<file path="config.mk">
export PLATFORM = sky130hd
export DESIGN_NAME = ccu_clock_control_unit
export DESIGN_NICKNAME = d
export VERILOG_FILES = /design/src/design/ccu_pkg.sv /design/src/design/ccu_clock_control_unit.sv
export VERILOG_INCLUDE_DIRS = /design/src /design/src/design
export SDC_FILE = /design/constraint.sdc
export NUM_CORES = 1
export LEC_CHECK = 0
export ABC_AREA = 1
export BUFFER_PORTS_ARGS = -buffer_cell sky130_fd_sc_hd__clkbuf_2
export CORE_MARGIN = 8
export CORE_UTILIZATION = 45
export DETAILED_ROUTE_END_ITERATION = 7
export HOLD_SLACK_MARGIN = 0.15
export PLACE_DENSITY = 0.7
export SETUP_SLACK_MARGIN = 0.2
export SYNTH_ARGS = -nofsm -noshare
export SYNTH_HDL_FRONTEND = slang
export SYNTH_SLANG_ARGS = --single-unit
</file>
<file path="constraint.sdc">
create_clock -name pclk -period 2.15 [get_ports pclk]
set_clock_uncertainty 0.15 [all_clocks]
set_input_delay 0.3225 -clock pclk [delete_from_list [all_inputs] [get_ports pclk]]
set_output_delay 0.3225 -clock pclk [all_outputs]
set_load 0.05 [all_outputs]
</file>
<file path="src/design/ccu_cfg.svh">
// offsets, field positions, reset values and timing counts of the clock control unit
`ifndef CCU_CFG_SVH
`define CCU_CFG_SVH
// register byte offsets
`define CCU_OFS_OSC        12'h000
`define CCU_OFS_SWCTL      12'h004
`define CCU_OFS_SWTGT      12'h008
`define CCU_OFS_DIV        12'h00C
`define CCU_OFS_GATE       12'h010
`define CCU_OFS_MISC       12'h014
// oscillator control fields
`define CCU_OSC_FINT       0
`define CCU_OSC_FEXT       1
`define CCU_OSC_SINT       2
`define CCU_OSC_REGOFF     3
`define CCU_OSC_FWAKE      4
`define CCU_OSC_RDY_LSB    8
// switch control fields
`define CCU_SW_EN          0
`define CCU_SW_BUSY        1
`define CCU_SW_IRQEN       2
`define CCU_SW_AUTO        3
`define CCU_SW_OLDOFF      4
`define CCU_SW_DONE        5
`define CCU_SW_FAIL        6
`define CCU_SW_AUX         7
`define CCU_SW_CUR_LSB     8
// reset values
`define CCU_RST_OSC        3'h1
`define CCU_RST_GATE       15'h7FFF
`define CCU_RST_FINT_DIV   2'h3
`define CCU_RST_CPU_DIV    3'h0
`define CCU_RST_DBG_DIV2   1'h1
`define CCU_RST_PLL_DIV    2'h2
`define CCU_RST_AWU_DIV    3'h0
`define CCU_RST_CCO_DIV    3'h0
`define CCU_RST_CONV_DIV   2'h3
// switch stabilization timeout
`define CCU_CLK_MHZ        25
`define CCU_SW_TIMEOUT_US  1000
`define CCU_SW_TIMEOUT_CYC (`CCU_SW_TIMEOUT_US * `CCU_CLK_MHZ)
`endif

</file>
<file path="src/design/ccu_pkg.sv">
// types shared by the clock control unit
package ccu_pkg;
   // master clock sources
   typedef enum logic [1:0] {
      CCU_SRC_FINT = 2'h0,
      CCU_SRC_SINT = 2'h1,
      CCU_SRC_FEXT = 2'h2
   } ccu_src_t;
   // switch sequencer states, one-hot
   typedef enum logic [2:0] {
      CCU_SW_IDLE   = 3'h1,
      CCU_SW_WAIT   = 3'h2,
      CCU_SW_COMMIT = 3'h4
   } ccu_swst_t;
   // oscillator enables, index matches ready bits
   typedef struct packed {
      logic sint;
      logic fext;
      logic fint;
   } ccu_osc_t;
   // divider and derived-clock settings
   typedef struct packed {
      logic [1:0] fint_div;
      logic [2:0] cpu_div;
      logic       dbg_div2;
      logic       pll_en;
      logic [1:0] pll_div;
      logic [2:0] awu_div;
      logic [2:0] cco_div;
      logic [1:0] conv_div;
      logic       esm_src;
   } ccu_div_t;
endpackage : ccu_pkg

</file>
<file path="src/design/ccu_clock_control_unit.sv">
// clock control unit: oscillator control, master clock switch, dividers and gates
//
// Added by the designer: the APB register port and the address map.
`timescale 1ns/100ps
`default_nettype none
`include "ccu_cfg.svh"
module ccu_clock_control_unit #(
   parameter int unsigned TIMEOUT_CYC = `CCU_SW_TIMEOUT_CYC
) (
   // clock and reset
   input  wire logic              pclk,
   input  wire logic              presetn,
   // apb slave
   input  wire logic              psel,
   input  wire logic              penable,
   input  wire logic              pwrite,
   input  wire logic [11:0]       paddr,
   input  wire logic [31:0]       pwdata,
   output logic [31:0]            prdata,
   output logic                   pready,
   output logic                   pslverr,
   // oscillator status pins
   input  wire ccu_pkg::ccu_osc_t osc_ready,
   input  wire logic              fext_fail,
   // power mode events from the same clock domain
   input  wire logic              halt_exit,
   input  wire logic              active_halt_entry,
   // clock controls
   output ccu_pkg::ccu_osc_t      osc_en,
   output ccu_pkg::ccu_src_t      master_sel,
   output ccu_pkg::ccu_div_t      div_cfg,
   output logic [14:0]            periph_gate,
   output logic                   clk_out_en,
   output logic                   fail_monitor_en,
   output logic [2:0]             fint_trim,
   output logic                   regulator_off,
   output logic                   switch_notify
);
   import ccu_pkg::*;

   ccu_osc_t   osc_en_r;
   ccu_src_t   master_r;
   ccu_src_t   tgt_r;
   ccu_src_t   old_r;
   ccu_swst_t  sw_st_r;
   ccu_swst_t  sw_st_nxt;
   ccu_div_t   div_r;
   logic [14:0] gate_r;
   logic [31:0] prdata_r;
   logic [15:0] tmo_r;
   logic [2:0] trim_r;
   logic [3:0] s1_r;
   logic [3:0] s2_r;
   logic       regoff_opt_r;
   logic       fwake_r;
   logic       regoff_r;
   logic       sw_en_r;
   logic       busy_r;
   logic       irq_en_r;
   logic       auto_r;
   logic       old_off_r;
   logic       done_r;
   logic       fail_r;
   logic       aux_r;
   logic       mon_r;
   logic       cco_r;
   logic       wr;
   logic       rd_setup;
   logic       hit;
   logic       tgt_rdy;
   logic       sw_ok;
   logic       sw_tmo;
   logic       css_trip;
   logic       fwake_hit;
   logic [1:0] tgt_idx;
   logic [1:0] old_idx;

   // pin inputs pass two flops; only s2_r is read by logic
   always_ff @(posedge pclk or negedge presetn) begin
      if (!presetn) begin
         s1_r <= 4'h0;
         s2_r <= 4'h0;
      end else begin
         s1_r <= {fext_fail, osc_ready};
         s2_r <= s1_r;
      end
   end

   // apb decode; slave never inserts wait states
   assign wr       = psel & penable & pwrite;
   assign rd_setup = psel & ~penable & ~pwrite;
   assign hit      = (paddr == `CCU_OFS_OSC)  || (paddr == `CCU_OFS_SWCTL) ||
                     (paddr == `CCU_OFS_SWTGT) || (paddr == `CCU_OFS_DIV)  ||
                     (paddr == `CCU_OFS_GATE) || (paddr == `CCU_OFS_MISC);
   assign pready   = 1'b1;
   assign pslverr  = psel & penable & ~hit;

   // source code to oscillator bit; source codes and the {sint,fext,fint} vectors differ
   assign tgt_idx   = (tgt_r == CCU_SRC_SINT) ? 2'h2 : ((tgt_r == CCU_SRC_FEXT) ? 2'h1 : 2'h0);
   assign old_idx   = (old_r == CCU_SRC_SINT) ? 2'h2 : ((old_r == CCU_SRC_FEXT) ? 2'h1 : 2'h0);

   // event terms shared by several registers
   assign tgt_rdy   = s2_r[tgt_idx];
   assign sw_ok     = (sw_st_r == CCU_SW_WAIT) && busy_r && tgt_rdy;
   assign sw_tmo    = (sw_st_r == CCU_SW_WAIT) && busy_r && !tgt_rdy &&
                      (tmo_r == 16'(TIMEOUT_CYC - 1));
   assign css_trip  = mon_r && s2_r[3] && (master_r == CCU_SRC_FEXT);
   assign fwake_hit = halt_exit && fwake_r;

   // read data captured in the setup phase so prdata comes from a flop
   always_ff @(posedge pclk or negedge presetn) begin
      if (!presetn) begin
         prdata_r <= 32'h0;
      end else if (rd_setup) begin
         if (paddr == `CCU_OFS_OSC) begin
            prdata_r <= {21'h0, s2_r[2:0], 3'h0, fwake_r, regoff_opt_r, osc_en_r};
         end else if (paddr == `CCU_OFS_SWCTL) begin
            prdata_r <= {22'h0, master_r, aux_r, fail_r, done_r, old_off_r,
                         auto_r, irq_en_r, busy_r, sw_en_r};
         end else if (paddr == `CCU_OFS_SWTGT) begin
            prdata_r <= {30'h0, tgt_r};
         end else if (paddr == `CCU_OFS_DIV) begin
            prdata_r <= {27'h0, div_r.cpu_div, div_r.fint_div};
         end else if (paddr == `CCU_OFS_GATE) begin
            prdata_r <= {17'h0, gate_r};
         end else if (paddr == `CCU_OFS_MISC) begin
            prdata_r <= {13'h0, div_r.esm_src, div_r.conv_div, div_r.cco_div,
                         div_r.awu_div, div_r.pll_div, div_r.pll_en,
                         div_r.dbg_div2, trim_r, 1'b0, cco_r, mon_r};
         end else begin
            prdata_r <= 32'h0;
         end
      end
   end
   assign prdata = prdata_r;

   // oscillator enables: software, switch sequencer, failure and wakeup
   always_ff @(posedge pclk or negedge presetn) begin
      if (!presetn) begin
         osc_en_r <= `CCU_RST_OSC;
      end else begin
         if (wr && paddr == `CCU_OFS_OSC) begin
            osc_en_r.fint <= pwdata[`CCU_OSC_FINT];
            osc_en_r.fext <= pwdata[`CCU_OSC_FEXT];
            osc_en_r.sint <= pwdata[`CCU_OSC_SINT];
         end
         // the target must run while the switch waits for it
         if (sw_st_r == CCU_SW_WAIT && busy_r) begin
            osc_en_r[tgt_idx] <= 1'b1;
         end
         // the old source stops only after the mux has left it
         if (sw_st_r == CCU_SW_COMMIT && old_off_r && old_r != master_r) begin
            osc_en_r[old_idx] <= 1'b0;
         end
         if (css_trip || fwake_hit) begin
            osc_en_r.fint <= 1'b1;
         end
      end
   end

   // power options; regulator cut is a level held through active-halt
   always_ff @(posedge pclk or negedge presetn) begin
      if (!presetn) begin
         regoff_opt_r <= 1'b0;
         fwake_r      <= 1'b0;
         regoff_r     <= 1'b0;
      end else begin
         if (wr && paddr == `CCU_OFS_OSC) begin
            regoff_opt_r <= pwdata[`CCU_OSC_REGOFF];
            fwake_r      <= pwdata[`CCU_OSC_FWAKE];
         end
         if (active_halt_entry && regoff_opt_r) begin
            regoff_r <= 1'b1;
         end else if (halt_exit) begin
            regoff_r <= 1'b0;
         end
      end
   end

   // switch configuration bits
   always_ff @(posedge pclk or negedge presetn) begin
      if (!presetn) begin
         irq_en_r  <= 1'b0;
         auto_r    <= 1'b0;
         old_off_r <= 1'b0;
      end else if (wr && paddr == `CCU_OFS_SWCTL) begin
         irq_en_r  <= pwdata[`CCU_SW_IRQEN];
         auto_r    <= pwdata[`CCU_SW_AUTO];
         old_off_r <= pwdata[`CCU_SW_OLDOFF];
      end
   end

   // target register; a write arms the switch, unused code 3 maps to fast internal
   always_ff @(posedge pclk or negedge presetn) begin
      if (!presetn) begin
         tgt_r <= CCU_SRC_FINT;
      end else if (wr && paddr == `CCU_OFS_SWTGT && !busy_r) begin
         tgt_r <= (pwdata[1:0] == 2'h3) ? CCU_SRC_FINT : ccu_src_t'(pwdata[1:0]);
      end
   end

   // busy and enable: an abort clear beats a simultaneous enable
   always_ff @(posedge pclk or negedge presetn) begin
      if (!presetn) begin
         busy_r  <= 1'b0;
         sw_en_r <= 1'b0;
      end else begin
         if (wr && paddr == `CCU_OFS_SWCTL && !pwdata[`CCU_SW_BUSY]) begin
            busy_r  <= 1'b0;
            sw_en_r <= 1'b0;
         end else if (sw_ok || sw_tmo) begin
            busy_r  <= 1'b0;
            sw_en_r <= 1'b0;
         end else begin
            if (wr && paddr == `CCU_OFS_SWTGT) begin
               busy_r <= 1'b1;
            end
            if (wr && paddr == `CCU_OFS_SWCTL) begin
               sw_en_r <= pwdata[`CCU_SW_EN];
            end
         end
      end
   end

   // outcome flags, write one to clear; a new outcome wins over the clear
   always_ff @(posedge pclk or negedge presetn) begin
      if (!presetn) begin
         done_r <= 1'b0;
         fail_r <= 1'b0;
      end else begin
         if (sw_ok) begin
            done_r <= 1'b1;
         end else if (wr && paddr == `CCU_OFS_SWCTL && pwdata[`CCU_SW_DONE]) begin
            done_r <= 1'b0;
         end
         if (sw_tmo) begin
            fail_r <= 1'b1;
         end else if (wr && paddr == `CCU_OFS_SWCTL && pwdata[`CCU_SW_FAIL]) begin
            fail_r <= 1'b0;
         end
      end
   end
   assign switch_notify = done_r & irq_en_r;

   // switch sequencer: manual waits for enable, automatic runs on target write
   always_comb begin
      sw_st_nxt = sw_st_r;
      case (sw_st_r)
         CCU_SW_IDLE: begin
            if (busy_r && (sw_en_r || auto_r)) begin
               sw_st_nxt = CCU_SW_WAIT;
            end
         end
         CCU_SW_WAIT: begin
            if (!busy_r) begin
               sw_st_nxt = CCU_SW_IDLE;
            end else if (sw_ok) begin
               sw_st_nxt = CCU_SW_COMMIT;
            end else if (sw_tmo) begin
               sw_st_nxt = CCU_SW_IDLE;
            end
         end
         CCU_SW_COMMIT: begin
            sw_st_nxt = CCU_SW_IDLE;
         end
         default: begin
            sw_st_nxt = CCU_SW_IDLE;
         end
      endcase
   end

   always_ff @(posedge pclk or negedge presetn) begin
      if (!presetn) begin
         sw_st_r <= CCU_SW_IDLE;
      end else begin
         sw_st_r <= sw_st_nxt;
      end
   end

   // stabilization timer, restarted on every entry to the wait state
   always_ff @(posedge pclk or negedge presetn) begin
      if (!presetn) begin
         tmo_r <= 16'h0;
      end else if (sw_st_r != CCU_SW_WAIT) begin
         tmo_r <= 16'h0;
      end else if (tmo_r != 16'(TIMEOUT_CYC - 1)) begin
         tmo_r <= tmo_r + 16'h1;
      end
   end

   // master select moves through the switch only to a running, stable source;
   // failure and wakeup force fast internal without checking its ready bit
   always_ff @(posedge pclk or negedge presetn) begin
      if (!presetn) begin
         master_r <= CCU_SRC_FINT;
         old_r    <= CCU_SRC_FINT;
         aux_r    <= 1'b0;
      end else if (css_trip) begin
         master_r <= CCU_SRC_FINT;
         aux_r    <= 1'b1;
      end else if (fwake_hit) begin
         master_r <= CCU_SRC_FINT;
      end else if (sw_ok) begin
         old_r    <= master_r;
         master_r <= tgt_r;
         aux_r    <= 1'b0;
      end
   end

   // dividers and misc settings in one process so the divider struct has one driver;
   // failure recovery forces the fast internal divide by eight
   always_ff @(posedge pclk or negedge presetn) begin
      if (!presetn) begin
         div_r.fint_div <= `CCU_RST_FINT_DIV;
         div_r.cpu_div  <= `CCU_RST_CPU_DIV;
         mon_r          <= 1'b0;
         cco_r          <= 1'b0;
         trim_r         <= 3'h0;
         div_r.dbg_div2 <= `CCU_RST_DBG_DIV2;
         div_r.pll_en   <= 1'b0;
         div_r.pll_div  <= `CCU_RST_PLL_DIV;
         div_r.awu_div  <= `CCU_RST_AWU_DIV;
         div_r.cco_div  <= `CCU_RST_CCO_DIV;
         div_r.conv_div <= `CCU_RST_CONV_DIV;
         div_r.esm_src  <= 1'b0;
      end else begin
         if (css_trip) begin
            div_r.fint_div <= `CCU_RST_FINT_DIV;
         end else if (wr && paddr == `CCU_OFS_DIV) begin
            div_r.fint_div <= pwdata[1:0];
            div_r.cpu_div  <= pwdata[4:2];
         end
         if (wr && paddr == `CCU_OFS_MISC) begin
            mon_r          <= pwdata[0];
            cco_r          <= pwdata[1];
            trim_r         <= pwdata[5:3];
            div_r.dbg_div2 <= pwdata[6];
            div_r.pll_en   <= pwdata[7];
            div_r.pll_div  <= pwdata[9:8];
            div_r.awu_div  <= pwdata[12:10];
            div_r.cco_div  <= pwdata[15:13];
            div_r.conv_div <= pwdata[17:16];
            div_r.esm_src  <= pwdata[18];
         end
      end
   end

   // gates update only at a clock edge so the gate cells see clean enables
   always_ff @(posedge pclk or negedge presetn) begin
      if (!presetn) begin
         gate_r <= `CCU_RST_GATE;
      end else if (wr && paddr == `CCU_OFS_GATE) begin
         gate_r <= pwdata[14:0];
      end
   end

   // all controls but switch_notify leave from flops; downstream cells latch on the low phase
   assign osc_en          = osc_en_r;
   assign master_sel      = master_r;
   assign div_cfg         = div_r;
   assign periph_gate     = gate_r;
   assign clk_out_en      = cco_r;
   assign fail_monitor_en = mon_r;
   assign fint_trim       = trim_r;
   assign regulator_off   = regoff_r;
endmodule : ccu_clock_control_unit
`default_nettype wire

</file>
======== Word level (Yosys, flattened, before mapping) ========
Index checks and enable logic that the tools add are counted.
W data, S select, Z words.
cells by class
  add/subtract/negate cells ............... 1
  multipliers ............................. 0
  divide/modulo/power cells ............... 0
  order comparisons ....................... 4
  eq/ne operators ......................... 21
  shifts and indexed selects .............. 0
  multiplexer cells ....................... 48
  bitwise operators ....................... 14
  reductions and logical operators ........ 48
operators by type and width
  kind                     number
  $mux W19                 5
  $mux W16                 2
  $mux W32                 1
  $eq A12 B4 Y1 const B    2
  $eq A12 B5 Y1 const B    2
  $logic_and A1 B1 Y1      23
  $mux W1                  21
  $mux W3                  7
  $add A16 B1 Y16 const B  1
  $eq A16 B15 Y1 const B   1
  $ne A16 B15 Y1 const B   1
  $mux W2                  7
  $eq A12 B3 Y1 const B    1
  $logic_not A12 Y1        1
  $reduce_bool A2 Y1       6
  $reduce_bool A3 Y1       3
  $eq A2 B2 Y1 const B     4
  $logic_or A1 B1 Y1       8
  $and A1 B1 Y1            6
  $lt A2 B3 Y1 const B     2
  $pmux W3 S2              1
  $reduce_and A2 Y1        3
  $mux W5                  1
  $not A1 Y1               5
  other kinds (16)         22
storage, ports and cells
  bits in registers ....................... 117
  latch bits .............................. 0
  RAM bits ................................ 0
  bits in read-only memories .............. 0
  input bits .............................. 55
  output and inout bits ................... 79
  logic and storage cells ................. 171
  memories ................................ 0

======== Logic depth before layout (Yosys ltp) ========
Gate-level depths: netlist of the first run.
  depth in word-level cells ............... 12
  depth in mapped cells ................... 12
  mapped depth without buffers ............ 12

======== Worst setup path before layout of the first run ========
OpenSTA, ideal clock, no wires.
  path kind ............................... input to output
  from .................................... input port paddr[3]
  to ...................................... output port pslverr
  arrival ................................. 2.370 ns
  required time ........................... 1.678 ns
  slack ................................... -0.692 ns
  stages on the path ...................... 7
  buffers on the path ..................... 1
  path through ............................ buf_6 -> inv_2 -> nand2_1 -> nor2_4 -> nand2_1 -> inv_2 -> nor4_1
on the way
  longest elaborated chain between the ends .. 8
  elaborated cells between the ends (all ways) .. 13
ends and longest elaborated chain
  element                                                              line                          text
  start, declared                                                      ccu_clock_control_unit.sv:17  input wire logic [11:0] paddr,
  $eq A12 B3 Y1 (no source line) or $logic_not A12 Y1 (tied branches)  -
  $logic_or A1 B1 Y1 (4 in a row)                                      ccu_clock_control_unit.sv:92  assign hit = (paddr == `CCU_OFS_OSC) || (paddr == `CCU_OFS_SWCTL) ||
  $logic_or A1 B1 Y1 (*)                                               ccu_clock_control_unit.sv:92
  $not A1 Y1 (*)                                                       ccu_clock_control_unit.sv:96  assign pslverr = psel & penable & ~hit;
  $and A1 B1 Y1 (*)                                                    ccu_clock_control_unit.sv:96
  end, declared                                                        ccu_clock_control_unit.sv:21  output logic pslverr,
Every way passes the cells marked *; elsewhere a longest branch is shown, timed or not.

======== Worst setup path in the final report of the first run ========
  from .................................... input port paddr[7]
  to ...................................... output port pslverr
The elaborated chain is that of the path after synthesis.

==> results.md, run 1 <==
* Vias at between 4,000 and 5,000
* Worst reg2reg startpoint: tgt_r[0]
* CTS tree: built
* TritonCTS buffer count at 9
* CP endpoint kind: primary output
* RSZ-0062 raised after global routing: true
* Root Driver: clkbuf_16
* Crit-path max FO at 8
* Final WS setup at roughly 310 ps
* Reg2Reg Setup Slack at between 300 and 400 ps
* Drt first-iter violations at approximately 340
* H-Tree Depth at 3
* Final instance area at approximately 6500 µm²
* Synth top area share at about two fifths
* Filler Cell Count at approximately 1,000
* Final weighted congestion in routability-driven placement at 0.849
* Count of different cell masters after synthesis at 36
* Final clock period utilization by the worst path at 85.7%
* Vias in the first global route at ~4,400
* TNS Setup at 0 ps
* Clk sink count at roughly 100
* Worst-path clk slew at 70 ps
* Worst r2r path cells at 12
* GRT Total Usage at a little under a fifth
* Crit path cell chain: clkbuf_2, nor2_1, nand2_2, nor2_8, buf_4, nand2_4, nand3_2, nor4_4, buf_6
* CP Class: input pin to primary output
* Initial antenna violation count at 0
* CP max-delay cell: nor2_8
* Number of synthesized register bits at 104
* First-pass GRT wire length at around 22 mm
* Worst path bufs/invs at 3
* Sequential area share after synthesis at about half
* Slew @ Worst Pin at slightly below 600 ps
* CTS Buffer Depth at 2
* Slew margin rel. at about 61%
* Worst skew pair latency at 340 ps
* DRT antenna net count at 0
* Area grow syn2layout at 25.4%
* DP HPWL at 10.4 mm
* Area occupied by registers at ~2600 µm²
* R2r endpoint: aux_r
* DR pass1 iterations at 5
* Largest net degree at the start of global routing at around 40
* Place WS at between 80 and 90 ps
* Layout cell share with drive strength beyond 1 at 24.7%
* CP arrival at 1370 ps
* Final hold vios at 0
* Hold Crit Start: pwdata[3]
* Vias per cell at roughly 5.0
* # DRC at 0
* Syn_area_per_cell at 8.05 µm²
* Top delay family on crit path: simple AND/OR/NAND/NOR gates
* Maximum vdd drop at between 0.0005 and 0.0006 V
* Hold depth at 3
* Final min period at between 1500 and 2000 ps
* WL final at 14.1 mm
* Grt ovf at 0
* Status: completed
* Core area at 11,300 µm²
* Max Transition Viols Final at 0
* Primary FF master, synth: dfrtp_1
* Die width at 123 µm
* Worst path depth at 9
* Hold endpoint: div_cfg[14]
* Setup violators final at 0
* Area post-placement at 5840 µm²
* Pwr per Cell Area at 633 nW/µm²
* Nets at between 800 and 900
* Die footprint at approximately 15,000 µm²
* Synth area leaders: dfrtp_1, nand2_1, dfstp_2, inv_1, o21ai_1
* Total I/O pin count at around 130
* Mapped Cells at between 600 and 700
* # diodes at 0
* Multi-input gate area at 2080 µm²
* Max incr delay on CP at approximately 180 ps
* Initial Util at about 46%
* Mapped Area at between 5000 and 6000 µm²
* WP data required at ~1700 ps
* Drt wl/cell at around 15 µm
* Synth area leader: dfrtp_1
* Ys async rst share at between 90% and 100%
* Maxcap violations at 0
* Number of port buffers at roughly 110
* # rows at 39
* Post-synth EDFFs at 0
* Ys Warns at 0
* Die height at roughly 120 µm
* Highest Clock Rate at approximately 0.54 GHz
* P_leak at approximately 3.4 nW
* Hold/Removal Path Class: input pin to register
* CP startpoint kind: input pin
worst reg2reg max path, stage by stage (launching register included):
cell     delay [ps]
dfrtp_2         410
inv_1            80
ha_1            240
inv_1            90
nand2_1          60
nand2_1          60
nand2_1          60
o21ai_2          90
nand2_2         160
nor2_4          150
inv_1            90
nand2_1          60
inv_1            30
power by group:
group	total (W)	switching [W]	internal, W
Combinational	0.000399	0.000277	0.000122
Clock	0.00167	0.000731	0.000938
Sequential	0.00203	0.0000297	0.00200
Total	0.00410	0.00104	0.00306
cells by family after synthesis:
group                    count (synthesis)  synth area share (%)
AND/OR/NAND/NOR                        312                  26.3
buffers and inverters                  114                  10.3
flip-flops                             104                  51.0
AO/OA/AOI/OAI                           98                  10.0
XOR/XNOR                                 6                  1.02
adder cells (fa/ha/maj)                  5                  1.21
other                                    2                 0.145
state kept, by name (all words and copies together), names as in the netlist, 2 cells and up:
register     flops
prdata          19
div_cfg         18
tmo_r           16
periph_gate     15
s1_r             4
s2_r             4
fint_trim        3
osc_en           3
sw_st_r          3
master_sel       2
old_r            2
tgt_r            2
placed cells by master, fill, tap and decap left out, drive strengths merged, types with 3 or more instances in the layout:
cell type,count
a21oi,16
buf,20
clkbuf,114
clkinv,3
conb,14
dfrtp,81
dfstp,23
dlygate4sd3,24
ha,5
inv,89
nand2,201
nand3,36
nand4,4
nor2,57
nor3,9
o211ai,3
o21ai,71
or2,3
xor2,6
routing by layer:
| metal | wire length, µm | up-vias | part of all wire (%) | track usage, % |
|---|---|---|---|---|
| met3 | 1190 | 9 | 8.5 | 4.98 |
| met1 | 6030 | 2222 | 43 | 23.2 |
| li1 | - | 2278 | - | - |
| met2 | 6730 | 151 | 48 | 30.9 |
| met5 | 0 | - | 0 | 0 |
| met4 | 107 | 0 | 0.76 | 3.76 |
Yosys cell counts, drive strengths merged, types with 3 or more instances:
cell    instances
a21oi          16
nand2         201
dfstp          23
or2             3
nor2           57
ha              5
inv            88
nor3            9
o21ai          71
buf            23
dfrtp          81
o211ai          3
xor2            6
nand3          36
nand4           4
per-stage QoR:
step	utilization [%]	std cells	power [W]	hold slack [ps]
after floorplan	-	653	0.00229	-123
after global placement	51.6	887	0.00241	164
after detailed placement	51.6	887	0.00243	168
after CTS	56.5	927	0.00414	186
after global routing	57.2	935	0.00425	196
final	57.2	935	0.00410	200
how the worst max path moves through the flow:
stage | startpoint | slack (ps) | endpoint
2_1_floorplan | paddr[3] | 230 | pslverr
3_3_place_gp | paddr[11] | 140 | periph_gate[0]
3_5_place_dp | paddr[11] | 80 | periph_gate[10]
4_1_cts | paddr[1] | 210 | pslverr
5_1_grt | tgt_r[0] | 170 | aux_r
6_report | paddr[7] | 310 | pslverr
what timing repair did:
action / CTS / global route
hold buffers: 24 / 0
resized for setup: 3 / 13
endpoints found under the hold margin: 68 / 0
endpoints found under the setup margin: 6 / 14
setup buffers: 0 / 8
pin swaps: 0 / 4
cell type report:
class                      count  share of cell area, %
clock inverter                 6                   1.04
timing repair buffer         148                   14.6
sequential                   104                   40.7
tap                          143                   2.76
clock buffer                  10                   3.69
multi-input combinational    435                   32.1
inverter                      89                   5.18
(Power assumes the default switching activity.)
==> run 2, diff against run 1 <==
ABC_AREA = 0   (was 1)
CORE_UTILIZATION = 30   (was 45)
PLACE_DENSITY = default   (was 0.7)
==> run 2 against run 1 <==
Against the previous run:
- via count down 5.3%
- cell count is 5.0% lower
- sequential share of layout area decreased by 3.7 points
- largest cell class unchanged
- highest routed layer unchanged
- die area up 41%
- flip-flop and latch count stayed put
- total power fell by 1.4%
- clock-buffer cell count is the same
- synthesized cell count shrank 27%
- combinational power down 8.3%
- synthesized area is 1.5% lower
- setup slack lost 260 ps
- first-iteration DRC count is 25% lower
==> results.md, run 2 <==
* Final hold vios at 0 (unchanged)
* Count of different cell masters after synthesis at 58 (+61%)
* Worst reg2reg startpoint: tmo_r[6]
* CP Class: register to register
* Number of port buffers at 106 (unchanged)
* Maxcap violations at 0 (unchanged)
* Nets at 723 (-15%)
* Layout cell share with drive strength beyond 1 at 46.4% (+22 points)
* RSZ-0062 raised after global routing: true
* Commonest cells post-synth: dfrtp_1, nand2_1, mux2_2, nor2_1, dfstp_2
* DP Cell Count at 833 (-6.1%)
* Hold/Removal Path Class: input pin to register
* GRT Total Usage at 14.2% (-4.1 points)
* Max Transition Viols Final at 0 (unchanged)
* # DRC at 0 (unchanged)
* Final weighted congestion in routability-driven placement at 0.868 (+2.3%)
* Maximum vdd drop at 0.000460 V (-9.4%)
* Worst skew pair latency at 360 ps (+20 ps)
* Final clock period utilization by the worst path at 97.6% (+12 points)
* First-pass GRT wire length at 24.5 mm (+12%)
* WL final at 15.3 mm (+8.6%)
* DRT antenna net count at 0 (unchanged)
* Crit path cell chain: or4_4, or4_4, and2_4, xnor2_2, nor2_1
* Core area at 16,600 µm² (+46%)
* P_leak at 3.19 nW (-6.1%)
* Max incr delay on CP at 550 ps (+370 ps)
* Synth area leader: dfrtp_1
* TritonCTS buffer count at 9 (unchanged)
* Ys async rst share at 100% (unchanged)
* Place WS at -3.67 ps (-86.2 ps)
* Crit-path max FO at 3 (-5)
* Top delay family on crit path: simple AND/OR/NAND/NOR gates
* Vias at 4,412 (-5.3%)
* CP Capture Point: tmo_r[2]
* CP endpoint kind: register
* Die footprint at 21,400 µm² (+41%)
* Vias in the first global route at 4,563 (+3.5%)
* CP arrival at 2200 ps (+830 ps)
* Worst path bufs/invs at 0 (-3)
* Post-synth EDFFs at 0 (unchanged)
* Non-filler cells, final at 888 (-5.0%)
* Grt ovf at 0 (unchanged)
* Status: completed
* Grt met2 use at 22.8% (-8.1 points)
* Hold Crit Start: pwdata[1]
* Most used cell, CP: or4_4
* Highest Clock Rate at 0.476 GHz (-12%)
* Number of synthesized register bits at 104 (unchanged)
* Worst-path clk slew at 70 ps (about the same)
* Initial Util at 30.7% (-15 points)
* H-Tree Depth at 3 (unchanged)
* Hold_ws at 199 ps (-1.66 ps)
* Drt first-iter violations at 252 (-25%)
* R2r endpoint: tmo_r[2]
* Drt wl/cell at 17.2 µm (+14%)
* Filler Cell Count at 1,600 (+53%)
* Worst r2r path cells at 5 (-7)
* Final WS setup at 50.7 ps (-256 ps)
* Grt met3 use at 3.86% (-1.1 points)
* Most common cell after layout, fill and taps aside: clkbuf_2
* Slew @ Worst Pin at 575 ps (-2.08 ps)
* Most frequent cells in the layout: clkbuf_2, dfrtp_1, buf_4, nand2_1, mux2_2
* Die width at 146 µm (+19%)
* CP max-delay cell: or4_4
* Top-count cell post-synth: dfrtp_1
* Largest net degree at the start of global routing at 44 (+7.3%)
* Mapped Area at 5090 µm² (-1.5%)
* DR pass1 iterations at 5 (unchanged)
* Final instance area at 7120 µm² (+10%)
* Total power at 0.00404 W (-1.4%)
* Grt peak-use layer: met2
* Pwr per Cell Area at 568 nW/µm² (-10%)
* Area post-placement at 6330 µm² (+8.4%)
* Root Driver: clkbuf_16
* Max FFs per register at 19 (unchanged)
* CTS Buffer Depth at 2 (unchanged)
* Worst path depth at 5 (-4)
* Critical path origin: tmo_r[6]
* Met1 Track Usage GR at 18.5% (-4.7 points)
* Initial antenna violation count at 0 (unchanged)
* Clk sink count at 104 (unchanged)
* Die height at 146 µm (+19%)
* Mapped Cells at 466 (-27%)
* CTS tree: built
* Setup violators final at 0 (unchanged)
* Total I/O pin count at 134 (unchanged)
* Slew margin rel. at 61.2% (-0.13 points)
* Syn_area_per_cell at 10.9 µm² (+36%)
* CP startpoint kind: register
* Vias per cell at 4.97 (-0.31%)
* WP data required at 2250 ps (+570 ps)
* Primary FF master, synth: dfrtp_1
* # rows at 47 (+21%)
* Ys Warns at 0 (unchanged)
* DP HPWL at 11.8 mm (+13%)
* Synth top area share at 39.9% (+0.59 points)
* Reg2Reg Setup Slack at 50 ps (-280 ps)
* # diodes at 0 (unchanged)
* Final min period at 2100 ps (+256 ps)
* Sequential area share after synthesis at 51.7% (+0.76 points)
* Synth area leaders: dfrtp_1, dfstp_2, mux2_2, nand2_1, nor2_1
* Area grow syn2layout at 40.0%
run 2: report_power, final:
part,switching [W],internal (W)
combinational,0.000244,0.000122
sequential,0.0000120,0.00198
clock,0.000767,0.000922
run 2: how the worst min path moves through the flow:
stage	endpoint	slack [ps]	cells past startpoint
after floorplan	auto_r	-120	0
after global placement	prdata[15]	170	1
after detailed placement	prdata[15]	180	1
after CTS	div_cfg[17]	180	3
after global routing	tgt_r[1]	210	3
final	div_cfg[17]	200	3
run 2: worst min-delay path: stages:
cell	delay, ps
clkbuf_2	180
mux2i_1	90
nand2_1	60
run 2: layer usage:
layer	vias up	part of all wire [%]
li1	2052	-
met1	2204	44
met2	147	48
met3	9	6.5
met4	0	1.0
met5	-	0
run 2: cell families after synthesis:
family | Yosys count | share of synthesized area (%)
AND/OR/NAND/NOR | 179 | 19.3
flip-flops | 104 | 51.7
AO/OA/AOI/OAI | 72 | 8.95
multiplexers | 55 | 12.1
buffers and inverters | 33 | 3.74
XOR/XNOR | 16 | 2.76
adder cells (fa/ha/maj) | 5 | 1.23
other | 2 | 0.148
run 2: cell type report:
type	count	area, µm²	area share (%)
clock buffer	10	229	3.22
clock inverter	6	75.1	1.05
inverter	6	22.5	0.316
multi-input combinational	341	2500	35.1
sequential	104	2630	37.0
tap	220	275	3.87
timing repair buffer	201	1380	19.4
run 2: what timing repair did:
item                                   in CTS  in global routing
setup endpoints to repair                  16                 22
resized for setup                          14                 25
hold buffers                               25                  0
pin swaps                                   4                 19
endpoints found under the hold margin      78                  0
setup buffers                               5                  9
run 2: through the flow:
| stage | util, % | setup TNS (ps) |
|---|---|---|
| 4_1_cts | 42.1 | 0 |
| 5_1_grt | 42.9 | -1.20 |
| 2_1_floorplan | - | -5.17 |
| 3_3_place_gp | 38.2 | 0 |
| 3_5_place_dp | 38.2 | -5.17 |
| 6_report | 42.9 | 0 |
==> run 3, diff against run 2 <==
CORE_UTILIZATION = 50   (was 30)
PLACE_DENSITY = 0.76   (was default)
==> run 3 against run 2 <==
Against the previous run:
- first-iteration DRC count rose by 60%
- die area fell by 36%
- utilization rose by 26 points
- wire length rose by 0.60%
- combinational power fell by 1%
- sequential power barely moved
- via count rose by 3.6%
- cell area fell by 2.7%
- critical path depth did not move
- fmax fell by 0.90%
- worst hold slack improved by 7.8 ps
==> results.md, run 3 (same netlist as run 2, synthesis figures left out) <==
* Status: completed
* Place WS at -0.268 ps (+3.41 ps)
* Vias per cell at 5.77 (+16%)
* TNS Setup at 0 ps (unchanged)
* Final min period at 2120 ps (+19.1 ps)
* Final weighted congestion in routability-driven placement at 0.926 (+6.6%)
* Most common cell after layout, fill and taps aside: clkbuf_2
* CP arrival at 2280 ps (+80 ps)
* Critical path origin: tmo_r[15]
* Max FFs per register at 19 (unchanged)
* Largest net degree at the start of global routing at 105 (+140%)
* Maximum vdd drop at 0.000408 V (-11%)
* CTS Buffer Depth at 2 (unchanged)
* CP startpoint kind: register
* RSZ-0062 raised after global routing: true
* Final clock period utilization by the worst path at 98.5% (+0.89 points)
* Initial Util at 50.4% (+20 points)
* WL final at 15.4 mm (+0.60%)
* H-Tree Depth at 3 (unchanged)
* Drt wl/cell at 19.4 µm (+13%)
* Worst skew pair latency at 380 ps (+20 ps)
* Most frequent cells in the layout: clkbuf_2, dfrtp_1, buf_4, nand2_1, mux2_2
* Die height at 117 µm (-20%)
* Layout cell share with drive strength beyond 1 at 44.7% (-1.7 points)
* DR WL met2 at 7.29 mm (-1.4%)
* Core area at 10,100 µm² (-39%)
* CP Class: register to register
* Initial antenna violation count at 0 (unchanged)
* Die width at 117 µm (-20%)
* Drt first-iter violations at 403 (+60%)
* Top sig layer: met4
* GRT Total Usage at 22.4% (+8.2 points)
* Maxcap violations at 0 (unchanged)
* Final WS setup at 31.6 ps (-19.1 ps)
* Number of port buffers at 106 (unchanged)
* Met3 Wirelength at 1.28 mm (+28%)
* Total I/O pin count at 134 (unchanged)
* Highest Clock Rate at 0.472 GHz (-0.90%)
* # diodes at 0 (unchanged)
* Worst reg2reg startpoint: tmo_r[15]
* Setup violators final at 0 (unchanged)
* CP endpoint kind: register
* Final core utilization at 68.6% (+26 points)
* DR pass1 iterations at 5 (unchanged)
* Clk sink count at 104 (unchanged)
* Hold_ws at 206 ps (+7.78 ps)
* Pwr per Cell Area at 519 nW/µm² (-8.6%)
* Non-filler cells, final at 793 (-11%)
* Final hold vios at 0 (unchanged)
* DP Cell Count at 741 (-11%)
* DP HPWL at 10.7 mm (-8.7%)
* Hold Crit Start: s1_r[3]
* TritonCTS buffer count at 9 (unchanged)
* # rows at 37 (-21%)
* DRT antenna net count at 0 (unchanged)
* Area grow syn2layout at 36.2%
* Hold/Removal Path Class: register to register
* Vias in the first global route at 4,520 (-0.94%)
* First-pass GRT wire length at 23.3 mm (-4.6%)
* Slew margin rel. at 61.4% (+0.17 points)
* Crit-path max FO at 3 (unchanged)
* P_leak at 3.10 nW (-2.8%)
* WP data required at 2310 ps (+60 ps)
* Nets at 712 (-1.5%)
* CTS tree: built
* Grt ovf at 0 (unchanged)
* Max Transition Viols Final at 0 (unchanged)
* # DRC at 0 (unchanged)
* Slew @ Worst Pin at 579 ps (+3.49 ps)
* Met1 Routed Length at 6.31 mm (-6.1%)
* Worst-path clk slew at 100 ps (+30 ps)
* Root Driver: clkbuf_8
* Vias at 4,572 (+3.6%)
* Die footprint at 13,700 µm² (-36%)
-- run 3: cell count changes in the layout (fill, tap and decap cells not counted), sizes merged --
cell         previous run  this run
inv                     9         6
dlygate4sd3            25        26
clkinv                  1         2
buf                    72        60
clkinvlp                1         3
-- run 3: what timing repair did --
| item | CTS | global route |
|---|---|---|
| hold buffers | 26 | 0 |
| gates cloned | 0 | 1 |
| endpoints found under the hold margin | 131 | 0 |
| setup endpoints to repair | 20 | 23 |
| resized for setup | 16 | 29 |
| buffers inserted | 3 | 6 |
| pin swaps | 2 | 8 |
-- run 3: report_power, final --
group          switching [W]  leakage [nW]  total, W  internal [W]
Combinational       0.000243          1.69  0.000362      0.000119
Clock               0.000704        0.0887   0.00125      0.000543
Sequential         0.0000119          1.32   0.00199       0.00198
Total               0.000959          3.10   0.00360       0.00264
-- run 3: cell type report --
type                            count  area (µm²)
Clock buffer                       10         128
Fill cell                         746        3170
Inverter                            6        22.5
Multi-Input combinational cell    341        2570
Clock inverter                      6        70.1
Sequential cell                   104        2630
Tap cell                          136         170
Timing Repair Buffer              190        1330
-- run 3: per-stage QoR --
stage / cell area, µm² / total power [W]
2_1_floorplan: 5240 / 0.00220
3_3_place_gp: 6180 / 0.00233
3_5_place_dp: 6180 / 0.00233
4_1_cts: 6730 / 0.00360
5_1_grt: 6930 / 0.00370
6_report: 6930 / 0.00360
-- run 3: critical path: stages, from the launching register on --
cell	delay, ps
dfrtp_1	390
or4_4	540
or4_4	550
buf_6	160
xnor2_2	130
nor2_1	130
-- run 3: path summary, 6_finish.rpt --
check                                   to  slack [ps]  cells after the start
setup / recovery                  tmo_r[0]          30                      5
hold / removal                     s2_r[3]         210                      0
setup reg to reg                  tmo_r[0]          30                      5
hold reg to reg                    s2_r[3]         210                      0
max in group asynchronous  periph_gate[11]        1020                      3
min in group asynchronous      div_cfg[11]         360                      3
-- run 3: per-layer routing --
metal,vias up,global-route usage [%]
met3,48,5.23
met2,250,35.2
met4,0,9.13
li1,2025,-
met1,2249,29.1
met5,-,1.56
